## src/inc/lpwc_defs.vh

```
`ifndef LPWC_DEFS_VH
`define LPWC_DEFS_VH

// Register byte offsets
`define LPWC_OFS_CTRL        12'h000
`define LPWC_OFS_CFG0        12'h004
`define LPWC_OFS_GATE_FAST   12'h008
`define LPWC_OFS_GATE_PER1   12'h00C
`define LPWC_OFS_GATE_PER2   12'h010
`define LPWC_OFS_WEN_LO      12'h014
`define LPWC_OFS_WEN_HI      12'h018
`define LPWC_OFS_PRIO0       12'h01C
`define LPWC_OFS_PRIO1       12'h020
`define LPWC_OFS_PRIO2       12'h024
`define LPWC_OFS_STATUS      12'h028

// Control register fields
`define LPWC_CTRL_DEEP       0
`define LPWC_CTRL_RETSLP     1
`define LPWC_CTRL_WAKECLK    2
`define LPWC_CTRL_STALLEN    3
`define LPWC_CTRL_RESET      32'h0000_0000

// Clock config register fields
`define LPWC_CFG_SRC_LSB     0
`define LPWC_CFG_BDIV_LSB    4
`define LPWC_CFG_PDIV_LSB    8
`define LPWC_CFG_HCLK_EN     12
`define LPWC_CFG_PCLK_EN     13
`define LPWC_CFG_IFOSC_EN    16
`define LPWC_CFG_EFOSC_EN    17
`define LPWC_CFG_ISOSC_EN    18
`define LPWC_CFG_ESOSC_EN    19
`define LPWC_CFG_RESET       32'h0001_3000
`define LPWC_SRC_IFOSC       3'h0

// Wake sources: 43 lines, fixed order (see hand-over)
`define LPWC_NSRC            43
`define LPWC_DEEP_OK         43'h7FC_2030_1FCD
`define LPWC_PRIO_RESET      32'h0000_0000

// Mode states
`define LPWC_ST_ACTIVE       2'h0
`define LPWC_ST_SLEEP        2'h1
`define LPWC_ST_DEEP         2'h2
`define LPWC_ST_WAKE         2'h3

// Resume kinds
`define LPWC_RES_ISR         2'h0
`define LPWC_RES_AFTER_WFI   2'h1
`define LPWC_RES_AFTER_HNDL  2'h2

`endif

```

## src/rtl/lpwc_ctrl.v

```verilog
// Added by the designer: the placing of the registers and register access over APB.
`timescale 1ns/1ps
`include "lpwc_defs.vh"

module lpwc_ctrl (
   input  wire                     pclk,
   input  wire                     presetn,
   input  wire                     psel,
   input  wire                     penable,
   input  wire                     pwrite,
   input  wire [11:0]              paddr,
   input  wire [31:0]              pwdata,
   output reg  [31:0]              prdata_ff,
   output reg                      pready_ff,
   output reg                      pslverr_ff,
   input  wire                     core_wfi,
   input  wire                     core_last_return,
   input  wire                     core_in_handler,
   input  wire [1:0]               core_active_prio,
   input  wire [`LPWC_NSRC-1:0]    core_vector_set,
   input  wire [`LPWC_NSRC-1:0]    irq_pending,
   input  wire                     clk_ready,
   input  wire                     supply_monitor_reset,
   input  wire                     external_reset_pin_n,
   input  wire                     low_voltage_reset,
   input  wire                     independent_watchdog_reset,
   input  wire                     window_watchdog_reset,
   input  wire                     core_stall_fault,
   input  wire                     software_reset_request,
   output reg                      core_halt_ff,
   output reg                      wake_req_ff,
   output reg                      resume_valid_ff,
   output reg  [1:0]               resume_kind_ff,
   output reg  [5:0]               resume_src_ff,
   output reg                      sys_reset_ff,
   output reg  [2:0]               system_clock_source_field_src_ff,
   output reg  [2:0]               bus_div_ff,
   output reg  [1:0]               periph_div_ff,
   output reg                      hclk_en_ff,
   output reg                      pclk_en_ff,
   output reg                      int_fast_osc_en_ff,
   output reg                      ext_fast_osc_en_ff,
   output reg                      int_slow_osc_en_ff,
   output reg                      ext_slow_osc_en_ff,
   output reg  [31:0]              fast_bus_clock_gates_ff,
   output reg  [31:0]              periph_clock_gates_one_ff,
   output reg  [31:0]              periph_clock_gates_two_ff
);

   reg  [31:0]                ctrl_ff;
   reg  [31:0]                cfg0_ff;
   reg  [31:0]                wen_lo_ff;
   reg  [10:0]                wen_hi_ff;
   reg  [31:0]                prio0_ff;
   reg  [31:0]                prio1_ff;
   reg  [21:0]                prio2_ff;
   reg  [1:0]                 state_ff;
   reg  [1:0]                 nxt_state;
   reg                        by_return_ff;
   reg                        from_deep_ff;
   reg                        pin_s1_ff;
   reg                        pin_s2_ff;
   reg                        pin_s3_ff;
   reg                        pin_level_ff;
   reg  [31:0]                nxt_rdata;
   reg                        addr_ok;

   wire                       wake_any;
   wire [5:0]                 wake_idx;
   wire                       acc     = psel & penable & ~pready_ff;
   wire                       wr_done = psel & penable & pready_ff & pwrite & ~pslverr_ff;
   wire                       sleeping = (state_ff == `LPWC_ST_SLEEP) || (state_ff == `LPWC_ST_DEEP);
   wire                       enter   = core_wfi | (core_last_return & ctrl_ff[`LPWC_CTRL_RETSLP]);
   wire                       wake_clk_sel = ctrl_ff[`LPWC_CTRL_WAKECLK];

   // Eligibility is judged for the mode of the coming cycle, so DeepSleep entry never wakes on a stale source
   lpwc_wake_sel u_wake_sel (
      .pclk        (pclk),
      .presetn     (presetn),
      .pend        (irq_pending),
      .enable      ({wen_hi_ff, wen_lo_ff}),
      .prio        ({prio2_ff, prio1_ff, prio0_ff}),
      .deep        (nxt_state == `LPWC_ST_DEEP),
      .in_handler  (core_in_handler & ~by_return_ff),
      .act_prio    (core_active_prio),
      .wake_any_ff (wake_any),
      .wake_idx_ff (wake_idx)
   );

   // APB: one wait state, so read data and error come out of flops
   always @* begin
      addr_ok   = 1'b1;
      nxt_rdata = 32'h0000_0000;
      case (paddr)
         `LPWC_OFS_CTRL:      nxt_rdata = ctrl_ff;
         `LPWC_OFS_CFG0:      nxt_rdata = cfg0_ff;
         `LPWC_OFS_GATE_FAST: nxt_rdata = fast_bus_clock_gates_ff;
         `LPWC_OFS_GATE_PER1: nxt_rdata = periph_clock_gates_one_ff;
         `LPWC_OFS_GATE_PER2: nxt_rdata = periph_clock_gates_two_ff;
         `LPWC_OFS_WEN_LO:    nxt_rdata = wen_lo_ff;
         `LPWC_OFS_WEN_HI:    nxt_rdata = {21'h00_0000, wen_hi_ff};
         `LPWC_OFS_PRIO0:     nxt_rdata = prio0_ff;
         `LPWC_OFS_PRIO1:     nxt_rdata = prio1_ff;
         `LPWC_OFS_PRIO2:     nxt_rdata = {10'h000, prio2_ff};
         `LPWC_OFS_STATUS:    nxt_rdata = {15'h0000, pin_level_ff, 2'h0, resume_src_ff, 2'h0,
                                           resume_kind_ff, 1'b0, wake_req_ff, state_ff};
         default:             addr_ok = 1'b0;
      endcase
   end

   always @(posedge pclk or negedge presetn) begin
      if (!presetn) begin
         pready_ff  <= 1'b0;
         pslverr_ff <= 1'b0;
         prdata_ff  <= 32'h0000_0000;
      end else begin
         pready_ff  <= acc;
         pslverr_ff <= acc & ~addr_ok;
         if (acc && !pwrite) begin
            prdata_ff <= nxt_rdata;
         end
      end
   end

   // Software-owned registers
   always @(posedge pclk or negedge presetn) begin
      if (!presetn) begin
         ctrl_ff                   <= `LPWC_CTRL_RESET;
         wen_lo_ff                 <= 32'h0000_0000;
         wen_hi_ff                 <= 11'h000;
         prio0_ff                  <= `LPWC_PRIO_RESET;
         prio1_ff                  <= `LPWC_PRIO_RESET;
         prio2_ff                  <= 22'h00_0000;
         fast_bus_clock_gates_ff   <= 32'h0000_0000;
         periph_clock_gates_one_ff <= 32'h0000_0000;
         periph_clock_gates_two_ff <= 32'h0000_0000;
      end else if (wr_done) begin
         case (paddr)
            `LPWC_OFS_CTRL:      ctrl_ff <= {28'h000_0000, pwdata[3:0]};
            `LPWC_OFS_GATE_FAST: fast_bus_clock_gates_ff <= pwdata;
            `LPWC_OFS_GATE_PER1: periph_clock_gates_one_ff <= pwdata;
            `LPWC_OFS_GATE_PER2: periph_clock_gates_two_ff <= pwdata;
            `LPWC_OFS_WEN_LO:    wen_lo_ff <= pwdata;
            `LPWC_OFS_WEN_HI:    wen_hi_ff <= pwdata[10:0];
            `LPWC_OFS_PRIO0:     prio0_ff <= pwdata;
            `LPWC_OFS_PRIO1:     prio1_ff <= pwdata;
            `LPWC_OFS_PRIO2:     prio2_ff <= pwdata[21:0];
            default:             ctrl_ff <= ctrl_ff;
         endcase
      end
   end

   // Clock configuration; the wake path may rewrite the source field
   always @(posedge pclk or negedge presetn) begin
      if (!presetn) begin
         cfg0_ff <= `LPWC_CFG_RESET;
      end else if (state_ff == `LPWC_ST_DEEP && wake_any && wake_clk_sel) begin
         cfg0_ff[`LPWC_CFG_SRC_LSB+2:`LPWC_CFG_SRC_LSB] <= `LPWC_SRC_IFOSC;
         cfg0_ff[`LPWC_CFG_IFOSC_EN]                    <= 1'b1;
      end else if (wr_done && paddr == `LPWC_OFS_CFG0) begin
         cfg0_ff <= {12'h000, pwdata[19:16], 2'h0, pwdata[13:12], 2'h0, pwdata[9:8],
                     1'b0, pwdata[6:4], 1'b0, pwdata[2:0]};
      end
   end

   always @(posedge pclk or negedge presetn) begin
      if (!presetn) begin
         system_clock_source_field_src_ff      <= `LPWC_SRC_IFOSC;
         bus_div_ff         <= 3'h0;
         periph_div_ff      <= 2'h0;
         hclk_en_ff         <= 1'b1;
         pclk_en_ff         <= 1'b1;
         int_fast_osc_en_ff <= 1'b1;
         ext_fast_osc_en_ff <= 1'b0;
         int_slow_osc_en_ff <= 1'b0;
         ext_slow_osc_en_ff <= 1'b0;
      end else begin
         system_clock_source_field_src_ff      <= cfg0_ff[`LPWC_CFG_SRC_LSB+2:`LPWC_CFG_SRC_LSB];
         bus_div_ff         <= cfg0_ff[`LPWC_CFG_BDIV_LSB+2:`LPWC_CFG_BDIV_LSB];
         periph_div_ff      <= cfg0_ff[`LPWC_CFG_PDIV_LSB+1:`LPWC_CFG_PDIV_LSB];
         // Sleep leaves bus clocks as programmed so peripherals keep running
         hclk_en_ff         <= cfg0_ff[`LPWC_CFG_HCLK_EN];
         pclk_en_ff         <= cfg0_ff[`LPWC_CFG_PCLK_EN];
         int_fast_osc_en_ff <= cfg0_ff[`LPWC_CFG_IFOSC_EN] & (state_ff != `LPWC_ST_DEEP);
         ext_fast_osc_en_ff <= cfg0_ff[`LPWC_CFG_EFOSC_EN] & (state_ff != `LPWC_ST_DEEP);
         int_slow_osc_en_ff <= cfg0_ff[`LPWC_CFG_ISOSC_EN];
         ext_slow_osc_en_ff <= cfg0_ff[`LPWC_CFG_ESOSC_EN];
      end
   end

   // Mode sequencer
   always @* begin
      nxt_state = state_ff;
      case (state_ff)
         `LPWC_ST_ACTIVE: begin
            if (enter) begin
               nxt_state = ctrl_ff[`LPWC_CTRL_DEEP] ? `LPWC_ST_DEEP : `LPWC_ST_SLEEP;
            end
         end
         `LPWC_ST_SLEEP: begin
            if (wake_any) begin
               nxt_state = `LPWC_ST_WAKE;
            end
         end
         `LPWC_ST_DEEP: begin
            if (wake_any) begin
               nxt_state = `LPWC_ST_WAKE;
            end
         end
         `LPWC_ST_WAKE: begin
            // Fast oscillators must be back before the core restarts
            if (clk_ready) begin
               nxt_state = `LPWC_ST_ACTIVE;
            end
         end
         default: nxt_state = `LPWC_ST_ACTIVE;
      endcase
   end

   always @(posedge pclk or negedge presetn) begin
      if (!presetn) begin
         state_ff        <= `LPWC_ST_ACTIVE;
         by_return_ff    <= 1'b0;
         from_deep_ff    <= 1'b0;
         core_halt_ff    <= 1'b0;
         wake_req_ff     <= 1'b0;
         resume_valid_ff <= 1'b0;
         resume_kind_ff  <= `LPWC_RES_ISR;
         resume_src_ff   <= 6'h00;
      end else begin
         state_ff        <= nxt_state;
         core_halt_ff    <= (nxt_state != `LPWC_ST_ACTIVE);
         resume_valid_ff <= (state_ff == `LPWC_ST_WAKE) && clk_ready;
         if (state_ff == `LPWC_ST_ACTIVE && enter) begin
            by_return_ff <= ~core_wfi;
            from_deep_ff <= ctrl_ff[`LPWC_CTRL_DEEP];
         end
         if (sleeping && wake_any) begin
            wake_req_ff   <= 1'b1;
            resume_src_ff <= wake_idx;
            // Same resume decision for Sleep and DeepSleep exits
            if (core_vector_set[wake_idx]) begin
               resume_kind_ff <= `LPWC_RES_ISR;
            end else if (!by_return_ff) begin
               resume_kind_ff <= `LPWC_RES_AFTER_WFI;
            end else begin
               resume_kind_ff <= `LPWC_RES_AFTER_HNDL;
            end
         end else if (state_ff == `LPWC_ST_WAKE && clk_ready) begin
            wake_req_ff <= 1'b0;
         end
      end
   end

   // Reset pin: three stages, a change counts once stages two and three agree
   always @(posedge pclk or negedge presetn) begin
      if (!presetn) begin
         pin_s1_ff    <= 1'b1;
         pin_s2_ff    <= 1'b1;
         pin_s3_ff    <= 1'b1;
         pin_level_ff <= 1'b1;
      end else begin
         pin_s1_ff <= external_reset_pin_n;
         pin_s2_ff <= pin_s1_ff;
         pin_s3_ff <= pin_s2_ff;
         if (pin_s2_ff == pin_s3_ff) begin
            pin_level_ff <= pin_s3_ff;
         end
      end
   end

   // Core stall reset also needs its enable; it was off out of power-up
   always @(posedge pclk or negedge presetn) begin
      if (!presetn) begin
         sys_reset_ff <= 1'b0;
      end else begin
         sys_reset_ff <= supply_monitor_reset | ~pin_level_ff | low_voltage_reset
                         | independent_watchdog_reset
                         | (window_watchdog_reset & (state_ff != `LPWC_ST_DEEP))
                         | ((state_ff == `LPWC_ST_ACTIVE)
                            & ((core_stall_fault & ctrl_ff[`LPWC_CTRL_STALLEN])
                               | software_reset_request));
      end
   end

endmodule

```

## src/rtl/lpwc_wake_sel.v

```verilog
`timescale 1ns/1ps
`include "lpwc_defs.vh"

module lpwc_wake_sel (
   input  wire                      pclk,
   input  wire                      presetn,
   input  wire [`LPWC_NSRC-1:0]     pend,
   input  wire [`LPWC_NSRC-1:0]     enable,
   input  wire [2*`LPWC_NSRC-1:0]   prio,
   input  wire                      deep,
   input  wire                      in_handler,
   input  wire [1:0]                act_prio,
   output reg                       wake_any_ff,
   output reg  [5:0]                wake_idx_ff
);

   // A literal cannot be bit-selected, so the deep-capable mask is held as a constant vector
   localparam [`LPWC_NSRC-1:0] deep_ok_mask = `LPWC_DEEP_OK;

   wire [`LPWC_NSRC-1:0] elig;
   reg  [5:0]            nxt_idx;
   integer               i;

   genvar g;
   generate
      for (g = 0; g < `LPWC_NSRC; g = g + 1) begin : g_src
         // Lower value is more urgent; inside a handler only a strictly more urgent line may wake
         wire prio_ok = !in_handler || (prio[2*g+1:2*g] < act_prio);
         wire mode_ok = !deep || deep_ok_mask[g];
         assign elig[g] = pend[g] & enable[g] & mode_ok & prio_ok;
      end
   endgenerate

   always @* begin
      nxt_idx = 6'h00;
      for (i = `LPWC_NSRC - 1; i >= 0; i = i - 1) begin
         if (elig[i]) begin
            nxt_idx = i[5:0];
         end
      end
   end

   always @(posedge pclk or negedge presetn) begin
      if (!presetn) begin
         wake_any_ff <= 1'b0;
         wake_idx_ff <= 6'h00;
      end else begin
         wake_any_ff <= |elig;
         wake_idx_ff <= nxt_idx;
      end
   end

endmodule

```

## config.mk

```make
export PLATFORM = sky130hd
export DESIGN_NAME = lpwc_ctrl
export DESIGN_NICKNAME = d
export VERILOG_FILES = /design/src/rtl/lpwc_ctrl.v /design/src/rtl/lpwc_wake_sel.v
export VERILOG_INCLUDE_DIRS = /design/src /design/src/inc
export SDC_FILE = /design/constraint.sdc
export NUM_CORES = 1
export LEC_CHECK = 0
export BUFFER_PORTS_ARGS = -buffer_cell sky130_fd_sc_hd__buf_2
export CAP_MARGIN = 25
export CORE_UTILIZATION = 51
export CTS_CLUSTER_SIZE = 16
export DETAILED_ROUTE_END_ITERATION = 6
export PLACE_DENSITY = 0.77
export SYNTH_ARGS = -nofsm -noshare
export SYNTH_HDL_FRONTEND = slang
export SYNTH_HIERARCHICAL = 1
export SYNTH_SLANG_ARGS = --single-unit
```

## constraint.sdc

```tcl
create_clock -name pclk -period 2.6 [get_ports pclk]
set_clock_uncertainty 0.2 [all_clocks]
set_input_delay 0.52 -clock pclk [delete_from_list [all_inputs] [get_ports pclk]]
set_output_delay 0.52 -clock pclk [all_outputs]
set_load 0.03 [all_outputs]
```

# After elaboration in Yosys (flattened, before gate mapping)
# Cells that the tools add are included.
# Widths: inputs -> output; s select.
[op_classes]
n_eq_ne = 16
n_bitwise = 134
reduce_logical = 72
n_mux = 59
n_lt_le_gt_ge = 44
[ops]
columns = ["cell", "count"]
rows = [
  ["$pmux 32 s11", 1],
  ["$mux 6", 43],
  ["$and 1x1->1", 120],
  ["$lt 2x2->1", 43],
  ["$eq 12x5->1 const B", 4],
  ["$logic_or 1x1->1", 44],
  ["$reduce_or 43->1", 1],
  ["$eq 12x6->1 const B", 3],
  ["$eq 12x4->1 const B", 2],
  ["$reduce_and 2->1", 10],
  ["$mux 17", 1],
  ["$eq 12x3->1 const B", 1],
  ["$logic_not 12->1", 1],
  ["$mux 2", 6],
  ["$reduce_or 11->1", 1],
  ["$logic_and 1x1->1", 7],
  ["$lt 6x7->1 const B", 1],
  ["$not 1->1", 7],
  ["$or 1x1->1", 7],
  ["$bmux 1 s6", 1],
  ["$eq 2x2->1 const B", 3],
  ["$pmux 2 s3", 1],
  ["$reduce_bool 2->1", 3],
  ["$mux 1", 5],
  ["7 further kinds", 9],
]
[totals]
output_inout_bits = 156
elab_cells = 362
register_bits = 317
in_bits = 148

# Logic depth before layout (Yosys ltp)
# Gate-level depths: netlist of run 1.
[depth]
depth_word = 48
depth_mapped = 15

# Modules after synthesis
# Netlist of run 1, hierarchy kept.
[modules_own_cells]
columns = ["module", "cells_per_inst", "instances", "area_each_um2", "seq_area_each_um2"]
rows = [
  ["lpwc_ctrl", 1004, 1, 14002.2, 7770.0],
  ["lpwc_wake_sel", 330, 1, 2476.1, 175.2],
]

# Least setup slack after synthesis of run 1
# OpenSTA, ideal clock, no wires.
[synth_timing]
path_kind = "input port to flip-flop"
startpoint = "in core_active_prio[1]"
endpoint = "reg u_wake_sel.wake_idx_ff[5]"
t_required_ns = 2.320
setup_ns = 0.080
arrival_time_ns = 2.658
path_slack_ns = -0.338
cell_stages = 9
path_cell_list = "inv_1 ha_1 nand2_1 o2111a_1 nand2b_1 or3_1 nor2_1 nand2_1 nor3b_2"
[synth_between]
elab_chain_len = 46
[synth_rtl]
columns = ["item", "line", "text"]
rows = [
  ["start: declaration", "lpwc_ctrl.v:19", "input wire [1:0] core_active_prio,"],
  ["$lt 2x2->1", "lpwc_wake_sel.v:28", "wire prio_ok = !in_handler || (prio[2*g+1:2*g] < act_prio);"],
  ["$logic_or 1x1->1", "lpwc_wake_sel.v:28", ""],
  ["$and 1x1->1", "lpwc_wake_sel.v:30", "assign elig[g] = pend[g] & enable[g] & mode_ok & prio_ok;"],
  ["$mux 6 (42 in a row)", "lpwc_wake_sel.v:37", "if (elig[i]) begin"],
  ["$mux 6 (*)", "lpwc_wake_sel.v:37", ""],
  ["named net u_wake_sel.nxt_idx[5]", "lpwc_wake_sel.v:21", "reg [5:0] nxt_idx;"],
  ["end signal: assignment", "lpwc_wake_sel.v:49", "wake_idx_ff <= nxt_idx;"],
  ["end: declaration", "lpwc_wake_sel.v:14", "output reg [5:0] wake_idx_ff"],
]
# The timed path passes the listed nets; every way through them passes the cells marked *.
# A chain may end at the register's enable or synchronous reset.

# Final worst setup path of run 1
[layout_timing]
startpoint = "reg state_ff[0]"
endpoint = "reg u_wake_sel.wake_idx_ff[5]"
[layout_between]
elab_chain_len = 41
[layout_rtl]
columns = ["item", "line", "text"]
rows = [
  ["start: declaration", "lpwc_ctrl.v:57", "reg [1:0] state_ff;"],
  ["start signal: assignment", "lpwc_ctrl.v:222", "state_ff <= `LPWC_ST_ACTIVE;"],
  ["start signal: assignment", "lpwc_ctrl.v:231", "state_ff <= nxt_state;"],
  ["$eq 2x1->1 or $eq 2x2->1 (tied branches)", "lpwc_ctrl.v:194", "case (state_ff)"],
  ["$reduce_or 2->1 (no line)", "n/a", ""],
  ["$pmux 2 s3 (*)", "lpwc_ctrl.v:194", ""],
  ["named net nxt_state[0]", "lpwc_ctrl.v:58", "reg [1:0] nxt_state;"],
  ["$eq 2x2->1 (no line) (*)", "n/a", ""],
  ["$logic_not 1->1 (*)", "n/a", ""],
  ["$and 1x1->1 (2 in a row)", "lpwc_wake_sel.v:30", ""],
  ["$mux 6 (32 in a row)", "lpwc_wake_sel.v:37", ""],
  ["$mux 6 (*) (2 in a row)", "lpwc_wake_sel.v:37", ""],
  ["named net u_wake_sel.nxt_idx[5]", "lpwc_wake_sel.v:21", ""],
]
# Marked as above.

==> results.txt, run 1 <==
The flow ran to the end, but the final reports show violations. The final reports fail on setup timing. The number of different library cells in the post-synthesis netlist came out at 84.

The count of H-tree levels built during CTS came out at 2. The largest total area in the synthesized netlist belongs to sky130_fd_sc_hd__dfrtp_1. Setup repair after global routing could not meet its margin everywhere. The maximum ir drop on the vdd rail came out at 0.424 mV.

TritonCTS built the clock tree. The fraction of synthesis flops using an asynchronous set or reset pin is 100%. The die covers 33000 um^2. The root buffer selected by CTS is sky130_fd_sc_hd__clkbuf_16. The total vias in the final route came out at 13858. The number of pins exceeding their max-slew limit in the final report is 0. The static leakage is 11.1 nW. The most used flip-flop cell after synthesis is sky130_fd_sc_hd__dfrtp_1. The number of antenna violations at the first check in global routing came to 1.

Traced cell by cell, the critical path runs through inv_2 > ha_4 > nor3_4 > o22ai_2 > o2bb2ai_4 > nor2_4 > buf_12 > buf_12 > and3b_1 > o21ai_2 > nand4_1 > nor4_2 > buf_4 > and2_4 > nor3b_2. The wire length per cell after detailed routing is 27.0 um. The chip height is 182 um.

The part of the Yosys area used for sequential elements came out at 48.2%. The via count of the first global-routing pass is 13937. The worst hold path belongs to the class in2reg. The worst pin sits at a relative slew slack of 58.2%. The final non-filler cell area is 21500 um^2. The maximum root-to-sink buffer count came out at 3. The library cell appearing most often on the critical path is sky130_fd_sc_hd__buf_12. Compared with the post-synthesis result, the final layout area differs by 30.6%.

The worst setup path is launched from a flop. The data required time of the critical path came out at 2.84 ns. The largest driver fanout on the critical path came out at 8.

In this run, the number of DRC markers left after iteration 0 of detailed routing was 1089. The library cell used most frequently in the layout, excluding fill and tap cells, is sky130_fd_sc_hd__dfrtp_1. The core outline area is 31600 um^2. After clock tree synthesis, the clock-pin slew on the worst setup and hold paths is 0.06 ns. The hold violation count in the final report came out at 0.

The overall routing resource usage is 36.1%. In the layout the commonest cells are sky130_fd_sc_hd__dfrtp_1, sky130_fd_sc_hd__buf_2, sky130_fd_sc_hd__mux2_2. In this design, the stage delay of the slowest critical-path cell is 0.40 ns. The number of synthesized flops with an enable pin is 0. The number of iterations in the first detailed-routing pass is 5.

The global-route met1 utilization is 47.3%. The first-pass GRT wire length came out at 87900 um. The largest individual stage delay along the critical path comes from the cell sky130_fd_sc_hd__dfrtp_1.

The design draws 0.0111 W. The maximum operating frequency came out at 333 MHz. The boundary pin count came out at 304.

The number of port buffers came out at 303. The repair_antennas step left the layout with diodes totalling 0. Setup violations remaining at the end of the flow were counted as 7. In the finished design, the share of the clock period the worst path needs comes to 116%. Global routing finished with a remaining overflow of 0. The worst setup path is of the reg2reg kind. Entering global routing, the biggest net connects 60 pins. Max-cap violations in this run came to 0. The die span in x came out at 182 um. Clock tree synthesis found a total of 317 sinks.

Dividing the detail-routed via count by the number of cells gives 6.26. The placed instances occupy a cell area of 20000 um^2. The area of all sequential standard cells came out at 7950 um^2. For met3 alone, demand over resource in global routing was 7.68%.

Ranked by total cell area, the synthesized netlist is headed by sky130_fd_sc_hd__dfrtp_1, sky130_fd_sc_hd__mux2_2, sky130_fd_sc_hd__ha_1. The count of nets left with antenna violations once routing finished came out at 0. The clock insertion delay at the later pin of the skew report is 0.52 ns. The warning count from the yosys run is 6. The aggregate routed wire length came out at 59800 um. The synthesized cell area is 16500 um^2.

The top cell type by area accounts for 46.6% of the synthesized area. The worst setup path is captured at a flop. The number of flip-flops and latches in the synthesized netlist came out at 317. For this configuration, the core starts out at a cell density of 52.1%. The actual slew at the worst max-slew pin came out at 0.621 ns.

At the end of routability-driven placement, the weighted congestion stood at 0.968. The fill cell instance count of the final layout came out at 2406. After legalization and detailed placement, the total HPWL measured 44300 um. The cell count after synthesis is 1334. The power per standard cell area came out at 514 nW/um^2.

The number of clock buffers inserted by TritonCTS is 35. The share of cells above drive strength 1 came out at 49.2%. The met2 usage in global routing is 59.0%. Summing all multi-input logic gate instances after layout gives 8480 um^2. The minimum period implied by the final worst setup slack is 3.00 ns. At the worst endpoint, the arrival time is 3.24 ns. The net total in the final layout is 1980. The number of nets in the synthesized netlist is 1528. The most utilized layer in the global route result is met2. In the routed design, unresolved DRC markers number 0. The synthesized area per cell is 12.4 um^2. The floorplan has 65 rows. The final worst setup slack is -0.405 ns.
## synth_stat cells, types with 15 or more instances
| cell | instances |
|---|---|
| sky130_fd_sc_hd__a22oi_1 | 22 |
| sky130_fd_sc_hd__nor2_1 | 31 |
| sky130_fd_sc_hd__ha_1 | 46 |
| sky130_fd_sc_hd__mux2_1 | 49 |
| sky130_fd_sc_hd__nand2_1 | 79 |
| sky130_fd_sc_hd__o21ai_1 | 15 |
| sky130_fd_sc_hd__mux2_2 | 189 |
| sky130_fd_sc_hd__clkbuf_1 | 25 |
| sky130_fd_sc_hd__o21ai_0 | 40 |
| sky130_fd_sc_hd__nand2b_1 | 24 |
| sky130_fd_sc_hd__inv_1 | 15 |
| sky130_fd_sc_hd__a22o_1 | 32 |
| sky130_fd_sc_hd__mux4_2 | 21 |
| sky130_fd_sc_hd__a21oi_1 | 43 |
| sky130_fd_sc_hd__mux2i_1 | 39 |
| sky130_fd_sc_hd__o2bb2ai_1 | 19 |
| sky130_fd_sc_hd__dfrtp_1 | 307 |
| sky130_fd_sc_hd__buf_2 | 31 |
## worst max-delay path: cells and delay by family, from the launching register on
kind,cells,cell delay [ns]
adders and majority gates,1,0.22
DFF,1,0.40
and+or+nand+nor,7,1.22
buffers and inverters,4,0.52
AOI/OAI and AO/OA,3,0.36
## what timing repair did
action,4_1_cts,5_1_grt
setup buffers,7,3
cloned,1,0
hold endpoints to repair,46,0
setup endpoints to repair,7,7
pin swaps,20,11
hold buffers,2,0
resized for setup,33,18
## stage by stage
step,instances,utilization [%],TNS (ns),hold slack (ns),setup WS (ns)
5_1_grt,2213,68.0,-3.57,0.0491,-0.559
2_1_floorplan,1334,-,-3.76,0.0244,-0.306
4_1_cts,2211,67.6,-2.40,0.0329,-0.427
6_report,2213,68.0,-2.50,0.0386,-0.405
3_5_place_dp,2139,63.2,-34.37,0.147,-0.699
3_3_place_gp,2139,63.2,-32.75,0.147,-0.671
## logic make-up after synthesis
kind of cell             count (synthesis)  synth area share [%]
buffers and inverters                   99                  3.04
AND/OR/NAND/NOR                        274                  9.95
multiplexers                           308                  22.4
AO/OA/AOI/OAI                          289                  12.8
flip-flops                             317                  48.2
adder cells (fa/ha/maj)                 47                  3.55
## final cells by class
cell class | instances | area share (%)
multi-input combinational | 918 | 39.4
sequential | 317 | 36.9
timing repair buffer | 498 | 15.7
clock buffer | 54 | 5.02
tap | 402 | 2.34
clock inverter | 8 | 0.337
inverter | 16 | 0.297
## worst paths after layout
kind | cells after the start | start | slack, ns | to
max in group asynchronous | 3 | presetn | 1.09 | hclk_en_ff
min in group asynchronous | 2 | presetn | 0.37 | wake_req_ff
worst max register to register | 15 | state_ff[0] | -0.40 | u_wake_sel/wake_idx_ff[5]
worst max-delay path | 15 | state_ff[0] | -0.40 | u_wake_sel/wake_idx_ff[5]
worst min register to register | 0 | pin_s1_ff | 0.15 | pin_s2_ff
worst min-delay path | 3 | supply_monitor_reset | 0.04 | sys_reset_ff
## routing by layer
layer,vias up,share of wire [%]
li1,6002,-
met1,7032,41
met2,687,47
met3,133,8.0
met4,4,3.8
met5,-,0.15
## where the power goes
part	switching (W)	leakage, nW	total (W)	internal [W]
combinational	0.000654	6.17	0.00111	0.000458
sequential	0.0000293	4.37	0.00500	0.00498
clock	0.00198	0.572	0.00494	0.00296
## flip-flops by register name, indices dropped and copies added (netlist names), 2 cells and up
| name | count |
|---|---|
| fast_bus_clock_gates_ff | 32 |
| periph_clock_gates_one_ff | 32 |
| periph_clock_gates_two_ff | 32 |
| prdata_ff | 32 |
| prio0_ff | 32 |
| prio1_ff | 32 |
| wen_lo_ff | 32 |
| prio2_ff | 22 |
| cfg0_ff | 14 |
| wen_hi_ff | 11 |
| resume_src_ff | 6 |
| u_wake_sel/wake_idx_ff | 6 |
| ctrl_ff | 4 |
| bus_div_ff | 3 |
| system_clock_source_field_src_ff | 3 |
| periph_div_ff | 2 |
| resume_kind_ff | 2 |
| state_ff | 2 |
No activity file was read; power rests on OpenSTA's default activity.
==> run 2: changes to the inputs <==
CORE_UTILIZATION = 30   (was 51)
CTS_BUF_LIST = sky130_fd_sc_hd__clkbuf_8   (was not set)
PLACE_DENSITY = not set   (was 0.77)
TNS_END_PERCENT = 5   (was not set)
==> run 2 against run 1 <==
  * The run still ends with setup timing left
  * Critical path depth down 1
  * First-iteration DRC count down 9.1%
  * Power up 0.56%
  * Routed wire length up 11%
  * Flip-flop and latch count unchanged
  * Global-route usage down 12 points
  * Utilization down 27 points
  * Critical path type unchanged
  * Critical endpoint is now u_wake_sel/wake_idx_ff[0]
==> results.txt, run 2 (synthesized netlist as in run 1, its figures left out) <==
The flow ran to the end, but the final reports show violations. The final reports fail on setup timing. The die span in x came to 236 um (+30%). The number of iterations in the first detailed-routing pass came to 5 (unchanged). The maximum root-to-sink buffer count came to 3 (unchanged). The minimum period implied by the final worst setup slack is 3.06 ns (+0.0520 ns).

Traced cell by cell, the critical path runs through ha_1 > nor2b_2 > nor3_2 > o22ai_1 > o2bb2ai_2 > nor2_4 > buf_8 > and3b_1 > o21ai_2 > nand3b_1 > a31oi_4 > o21ai_2 > a2111oi_2 > o21ai_1. The count of buffer and inverter cells on the critical path came out at 1 (-3). The net total in the final layout came out at 2034 (+2.7%). The clock edge transition at the registers on the reported setup and hold paths is 0.07 ns (about the same). TritonCTS built the clock tree. The power per standard cell area is 507 nW/um^2 (-1.3%). The share of the clock period used by the worst path came out at 118% (+2.0 points). The count of H-tree levels built during CTS came out at 2 (unchanged). The library cell contributing the largest single delay on the critical path is sky130_fd_sc_hd__dfrtp_1. The library cells used most frequently in the layout, excluding fill and tap cells, are sky130_fd_sc_hd__dfrtp_1, sky130_fd_sc_hd__buf_2, sky130_fd_sc_hd__mux2_2.

The worst slew slack as a fraction of its limit is 49.9% (-8.2 points). The count of final setup violators came out at 7 (unchanged). The biggest cell delay along the critical path came out at 0.41 ns (about the same).

The growth of design area from synthesis to finish came out at 33.1%. The largest driver fanout on the critical path came out at 7 (-1). The maximum ir drop on the vdd rail was 0.332 mV (-22%). Clock tree synthesis selected as its root buffer the cell sky130_fd_sc_hd__clkbuf_8. In this design, the critical path's most frequently occurring cell is sky130_fd_sc_hd__o21ai_2.

The static leakage came to 11.3 nW (+2.0%). The share of cells above drive strength 1 came out at 46.6% (-2.6 points). The maximum operating frequency came to 327 MHz (-1.7%). The hold violation count in the final report came out at 0 (unchanged). The global-route met1 utilization came out at 31.9% (-15 points). The TritonCTS sink count came out at 317 (unchanged). The final antenna-violating net count was 0 (unchanged). The clock insertion delay at the later pin of the skew report is 0.65 ns (+0.13 ns). The final worst setup slack is -0.457 ns (-0.0520 ns). The number of rows in the core area came out at 85 (+31%).

The violation count after the first detailed-routing iteration is 990 (-9.1%). The worst setup slack after placement came out at -0.779 ns (-0.0801 ns). In this run the worst hold path is classified as in2reg. The overall routing resource usage came out at 23.7% (-12 points). Among cell families on the critical path, the largest total delay comes from compound AO/OA/AOI/OAI gates. The total vias in the final route is 13804 (-0.39%). The starting utilization of the core area is 30.5% (-22 points). The core outline area came to 54000 um^2 (+71%). The aggregate routed wire length is 66600 um (+11%). The final global-route overflow total is 0 (unchanged). The routability-driven placement congestion ratio was 0.934 (-3.5%). The actual slew at the worst max-slew pin is 0.744 ns (+0.123 ns). The number of pins exceeding their max-slew limit in the final report is 0 (unchanged). The number of clock buffers inserted by TritonCTS came out at 58 (+66%). The met2 usage in global routing came out at 39.1% (-20 points). The via count of the first global-routing pass is 14252 (+2.3%). The total negative slack came out at -2.70 ns (-0.209 ns).

STA classifies the critical path endpoint as a flop. The most utilized layer in the global route result is met2. The number of antenna violations at the first check in global routing came to 5 (+4).

By startpoint and endpoint, the worst setup path is classified as reg2reg. The full die area is 55900 um^2 (+69%). The maximum number of pins on one net before global-route repair came out at 64 (+6.7%). The first-pass GRT wire length was 98000 um (+12%). Setup repair after global routing could not meet its margin everywhere. The chip height is 236 um (+30%). The DRC violation count after routing is 0 (unchanged). The post-place instance area is 20200 um^2 (+1.2%). The final non-filler cell area came out at 21900 um^2 (+1.9%). The fill cell instance count of the final layout is 5239 (+120%).

The data required time of the critical path is 2.92 ns (+0.08 ns). The global-route met3 utilization is 4.08% (-3.6 points). The total half-perimeter wirelength after legalization and detailed placement came out at 51100 um (+15%). Leaving out fill and tap cells, the most frequent cell in the layout is sky130_fd_sc_hd__dfrtp_1. The boundary pin count is 304 (unchanged). The data arrival time of the critical path is 3.38 ns (+0.14 ns). The worst setup path is launched from a flop. The via density per instance was 5.35 (-15%). The reported max-cap violation count is 0 (unchanged). The wire length per cell after detailed routing came out at 25.8 um (-4.5%). The number of port buffers is 303 (unchanged).
-- run 2: cell count changes in the layout (fill, tap and decap cells not counted), sizes merged, moves of 4 or more --
cell	before	now
bufinv	1	5
inv	15	30
buf	496	502
clkbuf	54	67
clkinv	7	12
dlygate4sd3	2	27
-- run 2: layout make-up --
class | count | area [um^2] | share of cell area [%]
Tap cell | 696 | 871 | 3.97
Sequential cell | 317 | 7950 | 36.2
Clock buffer | 67 | 922 | 4.20
Multi-Input combinational cell | 918 | 8230 | 37.5
Timing Repair Buffer | 529 | 3600 | 16.4
Antenna cell | 3 | 7.51 | 0.0342
Clock inverter | 34 | 285 | 1.30
Inverter | 16 | 63.8 | 0.291
-- run 2: path summary, 6_finish.rpt --
| path | end | slack [ns] | from | cells past startpoint |
|---|---|---|---|---|
| worst max register to register | u_wake_sel/wake_idx_ff[0] | -0.46 | state_ff[0] | 14 |
| worst max-delay path | u_wake_sel/wake_idx_ff[0] | -0.46 | state_ff[0] | 14 |
| min in group asynchronous | prdata_ff[1] | 0.27 | presetn | 2 |
| max in group asynchronous | fast_bus_clock_gates_ff[24] | 1.15 | presetn | 3 |
| worst min-delay path | prio2_ff[8] | 0.04 | pwdata[8] | 2 |
| worst min register to register | pin_s2_ff | 0.16 | pin_s1_ff | 0 |
-- run 2: what timing repair did --
action	in CTS	in global routing
resized for setup	33	6
buffers inserted	2	1
cloned	1	0
endpoints found under the setup margin	7	7
pin swaps	9	4
endpoints found under the hold margin	160	0
hold buffers	27	0
-- run 2: power breakdown --
group | switching, W | internal [W]
logic | 0.000636 | 0.000448
clock network | 0.00219 | 0.00283
registers | 0.0000291 | 0.00498
total | 0.00286 | 0.00826
-- run 2: per-stage QoR --
| stage | std cells | power [W] | hold slack (ns) | util [%] |
|---|---|---|---|---|
| 4_1_cts | 2576 | 0.0112 | 0.000404 | 40.5 |
| 5_1_grt | 2577 | 0.0115 | 0.0371 | 40.6 |
| 2_1_floorplan | 1334 | 0.00543 | 0.0244 | - |
| 3_5_place_dp | 2445 | 0.00607 | 0.148 | 37.5 |
| 3_3_place_gp | 2445 | 0.00605 | 0.149 | 37.5 |
| 6_report | 2580 | 0.0111 | 0.0353 | 40.6 |
-- run 2: per-layer routing --
layer	wire length (um)	up-vias	part of all wire [%]
li1	-	6120	-
met1	29700	7101	45
met2	31700	489	48
met3	3770	88	5.7
met4	1430	6	2.2
met5	33	-	0.050
